[config.mk]
export PLATFORM = sky130hd
export DESIGN_NAME = wdog_pair
export DESIGN_NICKNAME = d
export VERILOG_FILES = /design/src/wdog_pkg.sv /design/src/wdog_core.sv /design/src/wdog_pair.sv
export SDC_FILE = /design/constraint.sdc
export NUM_CORES = 1
export LEC_CHECK = 0
export ABC_CLOCK_PERIOD_IN_PS = 7950
export BUFFER_PORTS_ARGS = -buffer_cell sky130_fd_sc_hd__buf_2
export CORE_MARGIN = 3
export CORE_UTILIZATION = 29
export DETAILED_ROUTE_END_ITERATION = 10
export PLACE_DENSITY_LB_ADDON = 0.3
export SLEW_MARGIN = 15
export SYNTH_ARGS = -nofsm -noshare
export SYNTH_HDL_FRONTEND = slang
export SYNTH_SLANG_ARGS = --single-unit
export TNS_END_PERCENT = 5
[constraint.sdc]
create_clock -name CLK_IN -period 7.95 [get_ports CLK_IN]
set_clock_uncertainty 0.15 [all_clocks]
set_input_delay 2.385 -clock CLK_IN [delete_from_list [all_inputs] [get_ports CLK_IN]]
set_output_delay 2.385 -clock CLK_IN [all_outputs]
set_load 0.1 [all_outputs]
[src/wdog_pkg.sv]
// Shared constants for the windowed watchdog pair
package wdog_pkg;
  // Counter geometry
  localparam int unsigned CNT_W     = 14;              // Down-counter width
  localparam int unsigned PRE_W     = 13;              // Prescaler width (ratio up to 8192)
  localparam int unsigned SEL_W     = 3;               // Prescaler select width
  // Prescaler ratios as log2, periph-clocked instance: 4,64,128,512,4096,8192
  localparam logic [3:0] PER_LOG2_0 = 4'h2;
  localparam logic [3:0] PER_LOG2_1 = 4'h6;
  localparam logic [3:0] PER_LOG2_2 = 4'h7;
  localparam logic [3:0] PER_LOG2_3 = 4'h9;
  localparam logic [3:0] PER_LOG2_4 = 4'hC;
  localparam logic [3:0] PER_LOG2_5 = 4'hD;
  // Prescaler ratios as log2, independent instance: 1,16,32,64,128,256
  localparam logic [3:0] IND_LOG2_0 = 4'h0;
  localparam logic [3:0] IND_LOG2_1 = 4'h4;
  localparam logic [3:0] IND_LOG2_2 = 4'h5;
  localparam logic [3:0] IND_LOG2_3 = 4'h6;
  localparam logic [3:0] IND_LOG2_4 = 4'h7;
  localparam logic [3:0] IND_LOG2_5 = 4'h8;
  // Timeout periods in count-clock cycles: 1024, 4096, 8192, 16384
  localparam logic [CNT_W:0] TMO_0  = 15'h0400;
  localparam logic [CNT_W:0] TMO_1  = 15'h1000;
  localparam logic [CNT_W:0] TMO_2  = 15'h2000;
  localparam logic [CNT_W:0] TMO_3  = 15'h4000;
  // Reset values
  localparam logic [CNT_W-1:0] CNT_RST = 14'h3FFF;    // Counter initial value
  // Underflow action encoding
  localparam logic ACT_RESET = 1'b0;
  localparam logic ACT_IRQ   = 1'b1;
  // Watchdog states, one-hot
  typedef enum logic [2:0] {
    ST_IDLE = 3'b001,
    ST_RUN  = 3'b010,
    ST_STOP = 3'b100
  } wd_state_t;

  // Prescaler log2 for one instance kind and select code
  function automatic logic [3:0] pre_log2(input logic indep, input logic [SEL_W-1:0] sel);
    logic [3:0] r;
    r = indep ? IND_LOG2_0 : PER_LOG2_0;
    unique case (sel)
      3'h1: r = indep ? IND_LOG2_1 : PER_LOG2_1;
      3'h2: r = indep ? IND_LOG2_2 : PER_LOG2_2;
      3'h3: r = indep ? IND_LOG2_3 : PER_LOG2_3;
      3'h4: r = indep ? IND_LOG2_4 : PER_LOG2_4;
      3'h5: r = indep ? IND_LOG2_5 : PER_LOG2_5;
      default: r = indep ? IND_LOG2_0 : PER_LOG2_0;
    endcase
    return r;
  endfunction : pre_log2
endpackage : wdog_pkg

[src/wdog_core.sv]
// One windowed watchdog channel: prescaler, 14-bit down-counter, window check
`timescale 1ns/100ps
module wdog_core
  import wdog_pkg::*;
#(
  parameter bit INDEP = 1'b0                      // Selects the prescaler ratio table
) (
  input  wire logic             clk,
  input  wire logic             rst_n,
  input  wire logic             tick,            // One count-source edge
  input  wire logic             hold,            // Freeze counting and state
  input  wire logic             refresh,         // Software refresh pulse
  input  wire logic [SEL_W-1:0] pre_sel,         // Option: prescaler select
  input  wire logic [1:0]       tmo_sel,         // Option: timeout select
  input  wire logic [1:0]       win_start_sel,   // Option: window start (100/75/50/25 %)
  input  wire logic [1:0]       win_end_sel,     // Option: window end (0/25/50/75 %)
  input  wire logic             action,          // Option: reset or interrupt
  input  wire logic             auto_start,      // Option: start after reset
  output logic [CNT_W-1:0]      cnt_q,           // Counter value
  output logic                  running_q,       // Counting
  output logic                  underflow_q,     // Sticky underflow
  output logic                  refresh_err_q,   // Sticky refresh error
  output logic                  rst_req_q,       // Internal reset request pulse
  output logic                  irq_q            // Interrupt request pulse
);
  // Latched options, fixed after reset
  logic             cfg_loaded_q;
  logic [3:0]       log2_q;
  logic [CNT_W:0]   tmo_q;
  logic [1:0]       ws_q, we_q;
  logic             action_q, auto_q;
  wd_state_t        state_q;
  logic [PRE_W-1:0] pre_q;                        // Prescaler count
  logic [PRE_W-1:0] pre_mask;                     // Ratio minus one
  logic             step;                         // One count-clock period
  logic [CNT_W+2:0] quarter_x;                    // Scaled window bound scratch
  logic [CNT_W-1:0] win_hi, win_lo;               // Window bounds on counter
  logic             in_window;
  logic             underflow_ev, refresh_err_ev, event_any;

  // Options are straps: caught once by a clocked process after reset release
  always_ff @(posedge clk or negedge rst_n) begin
    if (!rst_n) begin
      cfg_loaded_q <= 1'b0;
      log2_q       <= 4'h0;
      tmo_q        <= TMO_3;
      ws_q         <= 2'h0;
      we_q         <= 2'h0;
      action_q     <= ACT_RESET;
      auto_q       <= 1'b0;
    end else if (!cfg_loaded_q) begin
      cfg_loaded_q <= 1'b1;
      log2_q       <= pre_log2(INDEP, pre_sel);
      unique case (tmo_sel)
        2'h0: tmo_q <= TMO_0;
        2'h1: tmo_q <= TMO_1;
        2'h2: tmo_q <= TMO_2;
        2'h3: tmo_q <= TMO_3;
      endcase
      ws_q         <= win_start_sel;
      we_q         <= win_end_sel;
      action_q     <= action;
      auto_q       <= auto_start;
    end
  end

  // Ratio decode and window bounds from the latched timeout
  always_comb begin
    pre_mask  = PRE_W'((14'h0001 << log2_q) - 14'h0001);
    step      = tick && !hold && (pre_q == pre_mask);
    quarter_x = (CNT_W+3)'(tmo_q >> 2) * (CNT_W+3)'(3'h4 - {1'b0, ws_q});
    win_hi    = CNT_W'(quarter_x - 17'h00001);
    quarter_x = (CNT_W+3)'(tmo_q >> 2) * (CNT_W+3)'({1'b0, we_q});
    win_lo    = CNT_W'(quarter_x);
    in_window = (cnt_q <= win_hi) && (cnt_q >= win_lo);
  end

  // Error events; held channel ignores refreshes as well
  assign underflow_ev   = running_q && step && (cnt_q == '0);
  assign refresh_err_ev = running_q && !hold && refresh && !in_window;
  assign event_any      = underflow_ev || refresh_err_ev;

  // Prescaler runs only while counting so each period starts clean
  always_ff @(posedge clk or negedge rst_n) begin
    if (!rst_n) begin
      pre_q <= '0;
    end else if (!running_q || (refresh && !hold)) begin
      pre_q <= '0;
    end else if (tick && !hold) begin
      pre_q <= (pre_q == pre_mask) ? '0 : pre_q + 1'b1;
    end
  end

  // Control state: idle until start, run, stop for good on an error
  always_ff @(posedge clk or negedge rst_n) begin
    if (!rst_n) begin
      state_q <= ST_IDLE;
    end else begin
      unique case (state_q)
        ST_IDLE: begin
          if (cfg_loaded_q && !hold && (auto_q || refresh)) begin
            state_q <= ST_RUN;
          end
        end
        ST_RUN: begin
          if (event_any) begin
            state_q <= ST_STOP;
          end
        end
        ST_STOP: state_q <= ST_STOP;              // Only reset restarts
        default: state_q <= ST_IDLE;
      endcase
    end
  end
  assign running_q = (state_q == ST_RUN);

  // Down-counter, reloaded on start and on a good refresh
  always_ff @(posedge clk or negedge rst_n) begin
    if (!rst_n) begin
      cnt_q <= CNT_RST;
    end else if (state_q == ST_IDLE) begin
      cnt_q <= CNT_W'(tmo_q - 15'h0001);
    end else if (running_q && !hold && refresh && in_window) begin
      cnt_q <= CNT_W'(tmo_q - 15'h0001);
    end else if (running_q && step && (cnt_q != '0)) begin
      cnt_q <= cnt_q - 1'b1;
    end
  end

  // Sticky causes and one-cycle action pulses
  always_ff @(posedge clk or negedge rst_n) begin
    if (!rst_n) begin
      underflow_q   <= 1'b0;
      refresh_err_q <= 1'b0;
      rst_req_q     <= 1'b0;
      irq_q         <= 1'b0;
    end else begin
      underflow_q   <= underflow_q || underflow_ev;
      refresh_err_q <= refresh_err_q || refresh_err_ev;
      rst_req_q     <= event_any && (action_q == ACT_RESET);
      irq_q         <= event_any && (action_q == ACT_IRQ);
    end
  end

  // Checks
  chk_underflow_stop: assert property (@(posedge clk) disable iff (!rst_n)
    underflow_ev |=> (state_q == ST_STOP) && underflow_q ##1 (state_q == ST_STOP))
    else $error("underflow did not stop the counter");
  chk_count_down: assert property (@(posedge clk) disable iff (!rst_n)
    (running_q && step && cnt_q != '0 && !refresh) |=> cnt_q == $past(cnt_q) - 1'b1)
    else $error("counter did not step down by one");
  chk_hold_freeze: assert property (@(posedge clk) disable iff (!rst_n)
    (running_q && hold) |=> $stable(cnt_q) && running_q)
    else $error("held channel changed");
  chk_auto_start: assert property (@(posedge clk) disable iff (!rst_n)
    ($rose(cfg_loaded_q) && auto_q && !hold) |=> running_q)
    else $error("auto start did not begin counting");
  chk_reg_start_wait: assert property (@(posedge clk) disable iff (!rst_n)
    (state_q == ST_IDLE && cfg_loaded_q && !auto_q && !refresh) |=> state_q == ST_IDLE)
    else $error("register start began without refresh");
  chk_window_error: assert property (@(posedge clk) disable iff (!rst_n)
    refresh_err_ev |=> refresh_err_q && !running_q ##1 (rst_req_q || irq_q) == 1'b0)
    else $error("refresh outside window not flagged");
  chk_action_route: assert property (@(posedge clk) disable iff (!rst_n)
    event_any |=> (rst_req_q == (action_q == ACT_RESET)) && (irq_q == (action_q == ACT_IRQ)))
    else $error("wrong underflow action");
  chk_options_fixed: assert property (@(posedge clk) disable iff (!rst_n)
    cfg_loaded_q |=> $stable(tmo_q) && $stable(log2_q) && $stable(action_q))
    else $error("options changed after reset");
  cov_underflow: cover property (@(posedge clk) disable iff (!rst_n) underflow_ev);
  cov_good_refresh: cover property (@(posedge clk) disable iff (!rst_n)
    running_q && refresh && in_window && !hold);
  cov_refresh_err: cover property (@(posedge clk) disable iff (!rst_n) refresh_err_ev);
endmodule : wdog_core

[src/wdog_pair.sv]
// Top: peripheral-clocked and independent windowed watchdogs
`timescale 1ns/100ps
module wdog_pair
  import wdog_pkg::*;
(
  // Clock and reset
  input  wire logic             CLK_IN,
  input  wire logic             RESET_N_IN,
  // Independent channel count source, slower than CLK_IN / 2
  input  wire logic             INDEPENDENT_WATCHDOG_CLOCK_IN,
  // System controls
  input  wire logic             ALL_MODULE_STOP_IN,
  input  wire logic             PER_REFRESH_IN,
  input  wire logic             IND_REFRESH_IN,
  // Option settings, periph channel
  input  wire logic [SEL_W-1:0] PER_PRE_SEL_IN,
  input  wire logic [1:0]       PER_TMO_SEL_IN,
  input  wire logic [1:0]       PER_WIN_START_IN,
  input  wire logic [1:0]       PER_WIN_END_IN,
  input  wire logic             PER_ACTION_IN,
  input  wire logic             PER_AUTO_START_IN,
  // Option settings, independent channel
  input  wire logic [SEL_W-1:0] IND_PRE_SEL_IN,
  input  wire logic [1:0]       IND_TMO_SEL_IN,
  input  wire logic [1:0]       IND_WIN_START_IN,
  input  wire logic [1:0]       IND_WIN_END_IN,
  input  wire logic             IND_ACTION_IN,
  input  wire logic             IND_AUTO_START_IN,
  input  wire logic             IND_STOP_ON_ALL_STOP_IN,
  // Status, periph channel
  output logic [CNT_W-1:0]      PER_COUNT_OUT,
  output logic                  PER_RUNNING_OUT,
  output logic                  PER_UNDERFLOW_OUT,
  output logic                  PER_REFRESH_ERR_OUT,
  output logic                  PER_RESET_REQ_OUT,
  output logic                  PER_IRQ_OUT,
  // Status, independent channel
  output logic [CNT_W-1:0]      IND_COUNT_OUT,
  output logic                  IND_RUNNING_OUT,
  output logic                  IND_UNDERFLOW_OUT,
  output logic                  IND_REFRESH_ERR_OUT,
  output logic                  IND_RESET_REQ_OUT,
  output logic                  IND_IRQ_OUT
);
  logic       ind_meta_q;                         // Synchroniser first stage
  logic       ind_sync_q;                         // Synchroniser second stage
  logic       ind_prev_q;                         // Edge detect history
  logic       ind_tick;                           // Rising edge of dedicated clock
  logic       ind_hold;                           // Independent channel freeze
  logic       stop_opt_q;                         // Latched all-stop option
  logic       stop_opt_loaded_q;

  // Dedicated clock sampled in; only the second stage feeds the edge detector
  always_ff @(posedge CLK_IN or negedge RESET_N_IN) begin
    if (!RESET_N_IN) begin
      ind_meta_q <= 1'b0;
      ind_sync_q <= 1'b0;
      ind_prev_q <= 1'b0;
    end else begin
      ind_meta_q <= INDEPENDENT_WATCHDOG_CLOCK_IN;
      ind_sync_q <= ind_meta_q;
      ind_prev_q <= ind_sync_q;
    end
  end
  // Counting advances only on dedicated clock edges, never on CLK_IN rate
  assign ind_tick = ind_sync_q && !ind_prev_q;

  // Stop-on-all-stop option is a strap, caught once after reset release
  always_ff @(posedge CLK_IN or negedge RESET_N_IN) begin
    if (!RESET_N_IN) begin
      stop_opt_q        <= 1'b0;
      stop_opt_loaded_q <= 1'b0;
    end else if (!stop_opt_loaded_q) begin
      stop_opt_q        <= IND_STOP_ON_ALL_STOP_IN;
      stop_opt_loaded_q <= 1'b1;
    end
  end
  assign ind_hold = ALL_MODULE_STOP_IN && stop_opt_q;

  // Periph channel: no stop gate, frozen only by the all-stop request
  wdog_core #(.INDEP(1'b0)) u_periph_clocked_watchdog (
    .clk           (CLK_IN),
    .rst_n         (RESET_N_IN),
    .tick          (1'b1),
    .hold          (ALL_MODULE_STOP_IN),
    .refresh       (PER_REFRESH_IN),
    .pre_sel       (PER_PRE_SEL_IN),
    .tmo_sel       (PER_TMO_SEL_IN),
    .win_start_sel (PER_WIN_START_IN),
    .win_end_sel   (PER_WIN_END_IN),
    .action        (PER_ACTION_IN),
    .auto_start    (PER_AUTO_START_IN),
    .cnt_q         (PER_COUNT_OUT),
    .running_q     (PER_RUNNING_OUT),
    .underflow_q   (PER_UNDERFLOW_OUT),
    .refresh_err_q (PER_REFRESH_ERR_OUT),
    .rst_req_q     (PER_RESET_REQ_OUT),
    .irq_q         (PER_IRQ_OUT)
  );

  // Independent channel: counts dedicated clock edges
  wdog_core #(.INDEP(1'b1)) u_independent_watchdog (
    .clk           (CLK_IN),
    .rst_n         (RESET_N_IN),
    .tick          (ind_tick),
    .hold          (ind_hold),
    .refresh       (IND_REFRESH_IN),
    .pre_sel       (IND_PRE_SEL_IN),
    .tmo_sel       (IND_TMO_SEL_IN),
    .win_start_sel (IND_WIN_START_IN),
    .win_end_sel   (IND_WIN_END_IN),
    .action        (IND_ACTION_IN),
    .auto_start    (IND_AUTO_START_IN),
    .cnt_q         (IND_COUNT_OUT),
    .running_q     (IND_RUNNING_OUT),
    .underflow_q   (IND_UNDERFLOW_OUT),
    .refresh_err_q (IND_REFRESH_ERR_OUT),
    .rst_req_q     (IND_RESET_REQ_OUT),
    .irq_q         (IND_IRQ_OUT)
  );

  // Checks
  chk_ind_keeps_running: assert property (@(posedge CLK_IN) disable iff (!RESET_N_IN)
    (stop_opt_loaded_q && !stop_opt_q && ALL_MODULE_STOP_IN) |-> !ind_hold)
    else $error("independent channel halted against its option");
  chk_ind_tick_edge: assert property (@(posedge CLK_IN) disable iff (!RESET_N_IN)
    ind_tick |=> !ind_tick)
    else $error("independent tick longer than one cycle");
  cov_ind_tick: cover property (@(posedge CLK_IN) disable iff (!RESET_N_IN)
    ind_tick && IND_RUNNING_OUT);
  cov_all_stop: cover property (@(posedge CLK_IN) disable iff (!RESET_N_IN)
    ALL_MODULE_STOP_IN && PER_RUNNING_OUT);
endmodule : wdog_pair

==> metrics.csv <==
metric,value,unit
status,"finished, final reports clean",
Max Cap Viol,0,
Die X-Extent,168,µm
Total Nets Final,1013,
ys flop type,dfrtp_1,
Root Driver,clkbuf_16,
Worst Path Arrival,6050,ps
Routed WL,18600,µm
WL met2,8470,µm
hold_sp,ind_meta_q,
Post-Synthesis Cells,872,
Worst setup EP type,register,
# resized after CTS,0,
initial drt markers,412,
hold buffers post-CTS,0,
"Data required, critical path",8070,ps
GRT Total Usage,13.2,%
pin count of the biggest net entering global routing,54,
Boundary Pins,67,
reg2reg setup slack,2020,ps
Min-Delay Path Class,reg2reg,
layout cells sized above 1,17.3,%
worst reg2reg startpoint,u_independent_watchdog.ws_q[0],
detailed-route via count,6518,
R2R depth,21,
Post-Syn Nets,971,
clk buf depth,2,
Pwr Density,199,nW/µm²
"Reg clk slew, reported paths",80,ps
maximum fanout along the worst path,17,
htree depth,3,
Hold EP,ind_sync_q,
Async SR Flop Fraction,100,%
WL met1,9100,µm
Vias/cell,5.22,
Synth Register Bits,101,
Hold Path Depth,0,
RSZ-0062 raised after global routing,no,
Port Buf Inserts,66,
top sig layer,met4,
Hold Slack,201,ps
Startpoint Class,register,
number of post-CTS setup repair buffers,0,
setup violators final,0,
Post-DRT Antenna Nets,0,
count of different cell masters after synthesis,81,
Tcrit/Tclk final,74.6,%
YS warnings,0,
register area share after synthesis,33.6,%
Hold Fails Final Rpt,0,
Die Ht,168,µm
WL/cell,14.9,µm
met3 routed wirelength,721,µm
CTS Buf Count,9,
hpwl dp,13600,µm
Final Wtd Congestion,0.768,
Sink Count,101,
initial antenna violation count,0,
first-pass GRT wire length,31300,µm
vias in the first global route,6180,
Max VDD drop,0.298,mV
P&R area growth vs syn,12.6,%
setup TNS,0,ps
Max Clock Freq,169,MHz
die area,28300,µm²
CTS tree,yes,
GRT overflow,0,
Initial Util,29.9,%
Slew HR,30.7,%
Final Critical Period,5930,ps
reg2reg end,u_independent_watchdog.cnt_q[10],
"Clk Latency, worst-skew pair",360,ps
LEAKAGE,3.66,nW
Residual DRC,0,
first-pass iteration count of the detailed router,4,
Worst Tran Pin Value,1040,ps
antenna cell count,0,
Post-synth EDFFs,0,
cell area after synthesis,7640,µm²
Setup Crit Path Kind,reg2reg,
Max Transition Viols Final,0,
launch point of the worst path,u_independent_watchdog.ws_q[0],
Rows,58,
Core ar.,25500,µm²
syn avg cell area,8.76,µm²
worst max-delay path by stage:
| stage | endpoint | slack [ps] | depth (start not counted) |
|---|---|---|---|
| final | u_independent_watchdog.cnt_q[10] | 2020 | 21 |
| after global routing | u_independent_watchdog.cnt_q[10] | 1610 | 21 |
| after CTS | u_independent_watchdog.cnt_q[10] | 2020 | 21 |
| after detailed placement | u_independent_watchdog.cnt_q[10] | 2050 | 21 |
| after global placement | u_independent_watchdog.cnt_q[10] | 2200 | 21 |
| after floorplan | u_independent_watchdog.cnt_q[10] | 2470 | 21 |
report_power, final:
part | switching [mW] | internal (mW)
combinational | 0.343 | 0.201
clock | 0.213 | 0.317
sequential | 0.0797 | 0.559
total | 0.636 | 1.08
worst max-delay path, cell delays in order, from the launching register on:
cell and delay (ps):
dfrtp_1 390, inv_1 80, ha_1 320, nand2_1 60
ha_1 300, fa_1 510, inv_1 40, ha_1 280
ha_1 290, ha_1 300, ha_1 210, xnor2_1 180
xnor2_1 160, xnor2_1 90, ha_1 300, nand4_1 90
or4_1 520, o221a_2 170, o32ai_2 820, or3_1 200
o311ai_0 120, a211oi_1 260
sequential cells by signal, summed over array words and instances, names as in the netlist, 3 cells and up:
| signal | cells |
|---|---|
| u_independent_watchdog.log2_q | 4 |
| u_periph_clocked_watchdog.state_q | 3 |
| u_independent_watchdog.cnt_q | 14 |
| u_periph_clocked_watchdog.log2_q | 4 |
| u_periph_clocked_watchdog.tmo_q | 4 |
| u_independent_watchdog.state_q | 3 |
| u_periph_clocked_watchdog.cnt_q | 14 |
| u_periph_clocked_watchdog.pre_q | 13 |
| u_independent_watchdog.pre_q | 13 |
| u_independent_watchdog.tmo_q | 4 |
layout by cell type, fill, tap and decap left out, types with 12 or more instances in the layout:
cell type	n
nand2_1	92
dfrtp_1	68
buf_2	65
ha_1	64
inv_1	52
a21oi_1	51
nor2_1	47
o21ai_0	43
xnor2_1	32
dfstp_2	32
nand3_1	30
nor3_1	29
nand2b_1	20
and2_1	18
and3_1	16
mux2_2	16
o211ai_1	15
nor2b_1	15
a31oi_1	14
or3_1	13
a211oi_1	12
metal layers:
metal	track usage [%]	up-vias
li1	-	3244
met2	21.3	117
met5	0	-
met4	3.34	0
met1	18.4	3136
met3	2.32	21
cells by family after synthesis:
| family | synth area share, % |
|---|---|
| xor+xnor | 4.59 |
| buf+inv | 4.80 |
| fa+ha+maj | 12.1 |
| compound gates | 17.3 |
| flops | 33.6 |
| simple gates | 24.8 |
| other cells | 0.0491 |
| mux | 2.75 |
Yosys cell counts, drive strengths merged (20+ instances only):
master | instances | area share [%]
ha | 64 | 10
clkbuf | 26 | 1.3
nor3 | 30 | 2.0
o21ai | 46 | 3.0
nand3 | 30 | 2.0
nand2 | 92 | 4.5
nor2 | 47 | 2.3
a21oi | 51 | 3.3
inv | 52 | 2.6
dfrtp | 69 | 23
dfstp | 32 | 11
nand2b | 20 | 1.6
xnor2 | 32 | 3.7
through the flow:
step                      power (mW)  setup slack [ps]  cell area, µm²  util [%]  instances
after CTS                       1.74              2020            8600      33.7       1249
after floorplan                 1.07              2470            7640         -        872
final                           1.71              2020            8600      33.7       1249
after global placement          1.19              2200            8250      32.3       1233
after global routing            1.82              1610            8600      33.7       1249
after detailed placement        1.20              2050            8250      32.3       1233
layout make-up:
class / instances / area, µm²
clock inverter: 6 / 109
sequential: 101 / 2570
inverter: 52 / 195
tap: 330 / 413
multi-input combinational: 680 / 4710
fill: 2714 / 16900
timing repair buffer: 70 / 363
clock buffer: 10 / 239
No activity file was read; power rests on OpenSTA's default activity.
